### src/design/mics_pkg.sv
// Package for the management interrupt and clock stop controller
package mics_pkg;

  // ***********************************************************
  // Synchroniser and sequencing constants
  // ***********************************************************
  localparam int unsigned MICS_SYNC_STAGES = 3;
  localparam logic [1:0] MICS_RST_OUT_HIZ = 2'h0;

  // Bus acknowledge transaction codes
  localparam logic [1:0] MICS_ACK_NONE = 2'h0;
  localparam logic [1:0] MICS_ACK_SMI = 2'h1;
  localparam logic [1:0] MICS_ACK_STOP_GRANT = 2'h2;

  // Power and mode state machine
  typedef enum logic [2:0] {
    MICS_ST_RUN = 3'b000,
    MICS_ST_SAVE = 3'b001,
    MICS_ST_SMM_ACK = 3'b010,
    MICS_ST_SMM_HANDLER = 3'b011,
    MICS_ST_STOP_ACK = 3'b100,
    MICS_ST_STOP_GRANT = 3'b101,
    MICS_ST_SLEEP = 3'b110
  } mics_state_type;

  // Clock gate controls, travel together
  typedef struct packed {
    logic core_clk_en;
    logic bus_clk_en;
    logic irq_unit_clk_en;
    logic snoop_en;
    logic irq_service_en;
  } mics_clk_ctl_type;

  // Acknowledge request toward the bus unit
  typedef struct packed {
    logic valid;
    logic [1:0] kind;
  } mics_ack_type;

endpackage : mics_pkg

### src/design/mics_ctl.sv
// Management interrupt and clock stop controller
`timescale 1ns/1ps
`default_nettype none
module mics_ctl
  import mics_pkg::*;
(
  input wire logic i_ref_clk,
  input wire logic i_nrst,
  input wire logic i_sys_mgmt_irq_n,
  input wire logic i_clock_stop_req_n,
  input wire logic i_sleep_req_n,
  input wire logic i_state_saved,
  input wire logic i_ack_done,
  input wire logic i_rsm,
  output mics_clk_ctl_type o_clk_ctl,
  output mics_ack_type o_ack,
  output logic o_save_req,
  output logic o_system_management_mode,
  output logic o_handler_start,
  output logic o_outputs_oe_n,
  output mics_state_type o_state
);

  // ***********************************************************
  // Input synchronisers
  // ***********************************************************
  logic smi_n_s;
  logic stop_n_s;
  logic sleep_n_s;

  // Asynchronous pins are never read raw by the state machine; only the reset-release strap samples i_sys_mgmt_irq_n raw
  mics_sync #(.STAGES(MICS_SYNC_STAGES), .RESET_VAL(1'b1)) u_sync_smi (
    .i_ref_clk(i_ref_clk),
    .i_nrst(i_nrst),
    .i_async(i_sys_mgmt_irq_n),
    .o_sync(smi_n_s)
  );
  mics_sync #(.STAGES(MICS_SYNC_STAGES), .RESET_VAL(1'b1)) u_sync_stop (
    .i_ref_clk(i_ref_clk),
    .i_nrst(i_nrst),
    .i_async(i_clock_stop_req_n),
    .o_sync(stop_n_s)
  );
  mics_sync #(.STAGES(MICS_SYNC_STAGES), .RESET_VAL(1'b1)) u_sync_sleep (
    .i_ref_clk(i_ref_clk),
    .i_nrst(i_nrst),
    .i_async(i_sleep_req_n),
    .o_sync(sleep_n_s)
  );

  // ***********************************************************
  // Reset-release strap
  // ***********************************************************
  logic first_q;
  logic hiz_q;

  // Caught on the first edge after release, never in the reset branch
  always_ff @(posedge i_ref_clk or negedge i_nrst) begin
    if (!i_nrst) begin
      first_q <= 1'b1;
      hiz_q <= 1'b1; // Float while in reset and until the strap is read
    end else if (first_q) begin
      first_q <= 1'b0;
      hiz_q <= ~i_sys_mgmt_irq_n;
    end
  end

  // Outputs float until the next reset once strapped
  assign o_outputs_oe_n = hiz_q;

  // ***********************************************************
  // Mode state machine
  // ***********************************************************
  mics_state_type state_q;
  mics_state_type state_d;

  // Management interrupt wins over stop request when both arrive
  always_comb begin
    state_d = state_q;
    case (state_q)
      MICS_ST_RUN: begin
        if (first_q || hiz_q) begin
          state_d = MICS_ST_RUN;
        end else if (!smi_n_s) begin
          state_d = MICS_ST_SAVE;
        end else if (!stop_n_s) begin
          state_d = MICS_ST_STOP_ACK;
        end
      end
      MICS_ST_SAVE: begin
        if (i_state_saved) begin
          state_d = MICS_ST_SMM_ACK;
        end
      end
      MICS_ST_SMM_ACK: begin
        if (i_ack_done) begin
          state_d = MICS_ST_SMM_HANDLER;
        end
      end
      MICS_ST_SMM_HANDLER: begin
        if (i_rsm) begin
          state_d = MICS_ST_RUN;
        end
      end
      MICS_ST_STOP_ACK: begin
        if (i_ack_done) begin
          state_d = MICS_ST_STOP_GRANT;
        end
      end
      MICS_ST_STOP_GRANT: begin
        if (stop_n_s) begin
          state_d = MICS_ST_RUN;
        end else if (!sleep_n_s) begin
          state_d = MICS_ST_SLEEP;
        end
      end
      MICS_ST_SLEEP: begin
        if (sleep_n_s) begin
          state_d = MICS_ST_STOP_GRANT;
        end
      end
      default: begin
        state_d = MICS_ST_RUN;
      end
    endcase
  end

  // State register
  always_ff @(posedge i_ref_clk or negedge i_nrst) begin
    if (!i_nrst) begin
      state_q <= MICS_ST_RUN;
    end else begin
      state_q <= state_d;
    end
  end

  // ***********************************************************
  // Registered outputs
  // ***********************************************************
  mics_clk_ctl_type clk_q;
  mics_ack_type ack_q;
  logic save_q;
  logic smm_q;
  logic start_q;

  // Clock gating follows the next state so gates move with the state
  always_ff @(posedge i_ref_clk or negedge i_nrst) begin
    if (!i_nrst) begin
      clk_q <= '1;
    end else begin
      case (state_d)
        MICS_ST_STOP_GRANT, MICS_ST_STOP_ACK: begin
          clk_q <= '{core_clk_en: 1'b0, bus_clk_en: 1'b1, irq_unit_clk_en: 1'b1,
                     snoop_en: 1'b1, irq_service_en: 1'b1};
        end
        MICS_ST_SLEEP: begin
          clk_q <= '0;
        end
        default: begin
          clk_q <= '1;
        end
      endcase
    end
  end

  // Acknowledge held until the bus unit reports it issued
  always_ff @(posedge i_ref_clk or negedge i_nrst) begin
    if (!i_nrst) begin
      ack_q <= '{valid: 1'b0, kind: MICS_ACK_NONE};
    end else if (state_d == MICS_ST_SMM_ACK) begin
      ack_q <= '{valid: 1'b1, kind: MICS_ACK_SMI};
    end else if (state_d == MICS_ST_STOP_ACK) begin
      ack_q <= '{valid: 1'b1, kind: MICS_ACK_STOP_GRANT};
    end else begin
      ack_q <= '{valid: 1'b0, kind: MICS_ACK_NONE};
    end
  end

  // Mode flags and handler start pulse
  always_ff @(posedge i_ref_clk or negedge i_nrst) begin
    if (!i_nrst) begin
      save_q <= 1'b0;
      smm_q <= 1'b0;
      start_q <= 1'b0;
    end else begin
      save_q <= (state_d == MICS_ST_SAVE);
      smm_q <= (state_d == MICS_ST_SMM_ACK) || (state_d == MICS_ST_SMM_HANDLER);
      start_q <= (state_q == MICS_ST_SMM_ACK) && (state_d == MICS_ST_SMM_HANDLER);
    end
  end

  assign o_clk_ctl = clk_q;
  assign o_ack = ack_q;
  assign o_save_req = save_q;
  assign o_system_management_mode = smm_q;
  assign o_handler_start = start_q;
  assign o_state = state_q;

  // ***********************************************************
  // Assertions
  // ***********************************************************
  AST_SAVE_BEFORE_SMM: assert property (@(posedge i_ref_clk) disable iff (!i_nrst)
    (state_q == MICS_ST_SAVE && !i_state_saved) |=> !o_system_management_mode)
    else $error("Management mode entered before state saved");

  AST_SMI_ACK: assert property (@(posedge i_ref_clk) disable iff (!i_nrst)
    (state_q == MICS_ST_SAVE && i_state_saved) |=> (o_ack.valid && o_ack.kind == MICS_ACK_SMI))
    else $error("No management acknowledge after save");

  AST_HANDLER_AFTER_ACK: assert property (@(posedge i_ref_clk) disable iff (!i_nrst)
    o_handler_start |-> $past(o_ack.valid) && $past(o_ack.kind) == MICS_ACK_SMI)
    else $error("Handler started without acknowledge");

  AST_HIZ_STRAP: assert property (@(posedge i_ref_clk) disable iff (!i_nrst)
    (first_q && !i_sys_mgmt_irq_n) |=> o_outputs_oe_n [*3])
    else $error("Outputs not floated after strap");

  AST_STOP_ENTRY: assert property (@(posedge i_ref_clk) disable iff (!i_nrst)
    (state_q == MICS_ST_RUN && !first_q && !hiz_q && smi_n_s && !stop_n_s)
      |=> (o_ack.kind == MICS_ACK_STOP_GRANT && !o_clk_ctl.core_clk_en))
    else $error("Stop request did not start stop-grant");

  AST_GRANT_CLOCKS: assert property (@(posedge i_ref_clk) disable iff (!i_nrst)
    (state_q == MICS_ST_STOP_GRANT) |-> (!o_clk_ctl.core_clk_en && o_clk_ctl.bus_clk_en
      && o_clk_ctl.irq_unit_clk_en && o_clk_ctl.snoop_en && o_clk_ctl.irq_service_en))
    else $error("Stop-grant clock gating wrong");

  AST_RESUME: assert property (@(posedge i_ref_clk) disable iff (!i_nrst)
    (state_q == MICS_ST_STOP_GRANT && stop_n_s) |=> (o_clk_ctl == '1 && state_q == MICS_ST_RUN))
    else $error("No resume after stop release");

  AST_SLEEP_ONLY_FROM_GRANT: assert property (@(posedge i_ref_clk) disable iff (!i_nrst)
    (state_q == MICS_ST_SLEEP && $past(state_q) != MICS_ST_SLEEP)
      |-> $past(state_q) == MICS_ST_STOP_GRANT)
    else $error("Sleep entered from wrong state");

  AST_SLEEP_EXIT: assert property (@(posedge i_ref_clk) disable iff (!i_nrst)
    (state_q == MICS_ST_SLEEP && sleep_n_s) |=> (state_q == MICS_ST_STOP_GRANT
      && o_clk_ctl.bus_clk_en))
    else $error("Sleep release did not return to stop-grant");

  AST_SYNC_DELAY: assert property (@(posedge i_ref_clk) disable iff (!i_nrst)
    $fell(i_clock_stop_req_n) |-> ##2 stop_n_s ##1 !stop_n_s)
    else $error("Stop input synchroniser latency wrong");

endmodule : mics_ctl
`default_nettype wire

### src/design/mics_sync.sv
// Multi-stage level synchroniser for asynchronous inputs
`timescale 1ns/1ps
`default_nettype none
module mics_sync
  import mics_pkg::*;
#(
  parameter int unsigned STAGES = MICS_SYNC_STAGES,
  parameter logic RESET_VAL = 1'b1
) (
  input wire logic i_ref_clk,
  input wire logic i_nrst,
  input wire logic i_async,
  output logic o_sync
);

  logic [STAGES-1:0] chain_q;

  // Shift chain; only the last stage is read outside
  always_ff @(posedge i_ref_clk or negedge i_nrst) begin
    if (!i_nrst) begin
      chain_q <= {STAGES{RESET_VAL}};
    end else begin
      chain_q <= {chain_q[STAGES-2:0], i_async};
    end
  end

  assign o_sync = chain_q[STAGES-1];

endmodule : mics_sync
`default_nettype wire

### config.mk
export PLATFORM = sky130hd
export DESIGN_NAME = mics_ctl
export DESIGN_NICKNAME = d
export VERILOG_FILES = /design/src/design/mics_pkg.sv /design/src/design/mics_ctl.sv /design/src/design/mics_sync.sv
export SDC_FILE = /design/constraint.sdc
export NUM_CORES = 1
export LEC_CHECK = 0
export BUFFER_PORTS_ARGS = -buffer_cell sky130_fd_sc_hd__buf_2
export CAP_MARGIN = 20
export CORE_MARGIN = 8
export CORE_UTILIZATION = 48
export DETAILED_ROUTE_END_ITERATION = 7
export PLACE_DENSITY = 0.74
export SYNTH_ARGS = -nofsm -noshare
export SYNTH_HDL_FRONTEND = slang
export SYNTH_SLANG_ARGS = --single-unit
### constraint.sdc
create_clock -name i_ref_clk -period 1.8 [get_ports i_ref_clk]
set_input_delay 0.54 -clock i_ref_clk [delete_from_list [all_inputs] [get_ports i_ref_clk]]
set_output_delay 0.54 -clock i_ref_clk [all_outputs]
set_load 0.1 [all_outputs]
==> run summary <==
syn_nets: 68
Arr. time, crit path: 1160 ps
Clk pin slew, worst setup/hold paths: 110 ps
vias in the first global route: 556
mux cell area share after synthesis: 0.0122
Final Wtd Congestion: 0.780
Period minus WS final: 1700 ps
fraction of layout cells with a size suffix above 1: 0.588
drt pass-1 iters: 4
reg2reg path depth: 4
Core Rows: 15
max incr delay on CP: 660 ps
main area contributors after synthesis: dfstp_2, dfrtp_1, buf_4
Fin Setup TNS: 0 ps
XOR/XNOR share of the synthesized area: 0
IO Pins: 23
LEAKAGE: 0.462 nW
Fillers: 133
die width: 57.4 um
type of the worst setup path: register to output pin
Post-Synth Adder-Cell Area: 0
largest family of logic cells by synthesized area: simple AND/OR/NAND/NOR gates
Startpoint Class: register
CTS HTree Levels: 1
drc violations: 0
clk buf depth: 2
Max-Cap Viols: 0
R2R Path Start: o_state[0]$_DFF_PN0_
hold_buf cts: 0
largest net degree at the start of global routing: 23
cells after synthesis: 60
final clock skew: 1.56 ps
min-delay worst type: input pin to async pin
fin. max-slew vios: 0
reg2reg setup slack: 330 ps
CP Max Fanout: 4
CTS tree: done
fin crit share: 0.942
Die Y: 57.4 um
Synth Area in Compound Gates: 0.0945
maximum clock frequency: 589 MHz
Post-Syn Area: 821 um2
number of diodes: 0
DR iter-0 viols: 1
share of the synthesized area in the top cell type: 0.416
core box area: 0.00167 mm2
Post-CTS Setup Bufs: 0
Total Nets Final: 89
clk_lat worst skew: 290 ps
CP cell instances: buf_12
CP required: 1260 ps
CTS Sinks: 22
die area: 0.00329 mm2
number of antenna-violating nets in the routed design: 0
top cell type by total area after synthesis: dfstp_2
pre-CTS setup slack: 336 ps
synthesis-stage register bit count: 22
worst flop-to-flop path endpoint: o_ack[2]$_DFF_PN0_
P per Cell Area: 1760 mW/mm2
delay-heaviest family, CP: flip-flops
endpoints failing hold: 0
IR Drop Worst-Case VDD: 1.31 mV
synth warn: 0
initial core utilization: 0.491
crit path capture type: output pin
Tot GR Track Use: 0.0991
vias: 518
endpoints failing setup: 0
root buffer cell: clkbuf_4
Synth Area in Simple Gates: 0.125
WHS: 182 ps
DRT Wirelength: 1430 um
RSZ-0062 raised after global routing: no
worst path bufs/invs: 1
Worst Slack Setup Final: 104 ps
first-pass GRT wire length: 2520 um
GRT Residual Overflow: 0
Area Growth Syn to Fin: 24.8%
Detailed Place HPWL: 1070 um
Slowest-stage cell, CP: dfstp_2
Avg WL per Cell: 14.7 um
syn_area_per_cell: 13.7 um2
Via density: 5.34
Distinct cells, synth: 25
Inserted Clock Buffers: 3
sequential fraction of the synthesis area: 0.691
initial antenna violation count: 0
status: finished, final reports clean
Port Buffers: 22
-- synth_stat cells, drive strengths merged --
| library cell | number |
|---|---|
| a311o | 1 |
| conb | 1 |
| nor4b | 1 |
| nor3b | 2 |
| o21ai | 2 |
| o221a | 1 |
| dfrtp | 9 |
| nand2b | 1 |
| a221oi | 1 |
| nand2 | 3 |
| nor2b | 3 |
| buf | 6 |
| mux2i | 1 |
| dfstp | 13 |
| inv | 2 |
| nor2 | 5 |
| nor4 | 1 |
| and2 | 1 |
| a21oi | 3 |
| o22a | 1 |
| a22oi | 1 |
| nor3 | 1 |
-- what timing repair did --
item / in CTS / in global routing
gates resized for setup: 0 / 4
endpoints found under the setup margin: 0 / 4
endpoints found under the hold margin: 0 / 0
-- flip-flops by register name, indices dropped and copies added (netlist names) --
name                      cells
o_save_req                    1
o_outputs_oe_n                1
o_ack                         3
o_handler_start               1
first_q                       1
u_sync_smi.chain_q            3
u_sync_sleep.chain_q          3
o_system_management_mode      1
u_sync_stop.chain_q           3
o_state                       3
o_clk_ctl                     2
-- logic make-up (layout without fill, tap and decap cells) --
logic type             count (synthesis)  count (layout)
AOI/OAI and AO/OA                     10              10
muxes                                  1               1
other                                  1               1
and+or+nand+nor                       18              18
buffers and inverters                  8              28
DFF                                   22              22
-- cell usage in the layout, fill, tap and decap left out, types with 2 or more instances in the layout --
cell type	synthesis	layout
a21oi_1	3	3
buf_12	0	5
buf_2	0	13
clkbuf_4	0	7
dfrtp_1	9	6
dfrtp_2	0	3
dfstp_2	13	13
inv_1	2	2
nand2_1	3	3
nor2_1	5	5
nor2b_1	3	3
-- where the power goes --
part / switching (W) / internal [W] / total, W
Combinational: 0.000692 / 0.000171 / 0.000863
Clock: 0.000131 / 0.000123 / 0.000254
Sequential: 0.0000854 / 0.000597 / 0.000682
Total: 0.000908 / 0.000892 / 0.00180
-- worst max path at each step --
stage | from | to | slack, ps | cells past startpoint
after floorplan | o_clk_ctl[3]$_DFF_PN1_ | o_clk_ctl[1] | 20 | 1
after global placement | o_clk_ctl[4]$_DFF_PN1_ | o_clk_ctl[4] | 350 | 1
after detailed placement | i_ack_done | o_save_req$_DFF_PN0_ | 340 | 5
after global routing | o_state[0]$_DFF_PN0_ | o_state[0] | 50 | 1
final | o_clk_ctl[3]$_DFF_PN1_ | o_clk_ctl[0] | 100 | 1
after CTS | o_clk_ctl[4]$_DFF_PN1_ | o_clk_ctl[4] | 9 | 1
-- final cells by class --
| class | instances | area [um2] | share of cell area |
|---|---|---|---|
| timing repair buffer | 22 | 195 | 0.190 |
| clock buffer | 4 | 36.3 | 0.0354 |
| tap | 17 | 21.3 | 0.0208 |
| sequential | 22 | 571 | 0.557 |
| inverter | 2 | 7.51 | 0.00733 |
| multi-input combinational | 30 | 194 | 0.189 |
-- routing by layer --
layer  vias to the layer above  routed length, um  GRT usage
met5                         -                  0          0
met3                         4                 89     0.0426
met2                        13                756      0.174
li1                        238                  -          -
met1                       263                540     0.0980
met4                         0                 40     0.0464
-- per-stage QoR --
step                total power, W  cells   util  area, um2
floorplan                  0.00143     60      -        825
global placement           0.00153     93  0.586        978
detailed placement         0.00155     93  0.586        978
CTS                        0.00180     97  0.607       1010
global route               0.00189     97  0.613       1020
finish                     0.00180     97  0.613       1020
Power figures use the tool's default switching activity.
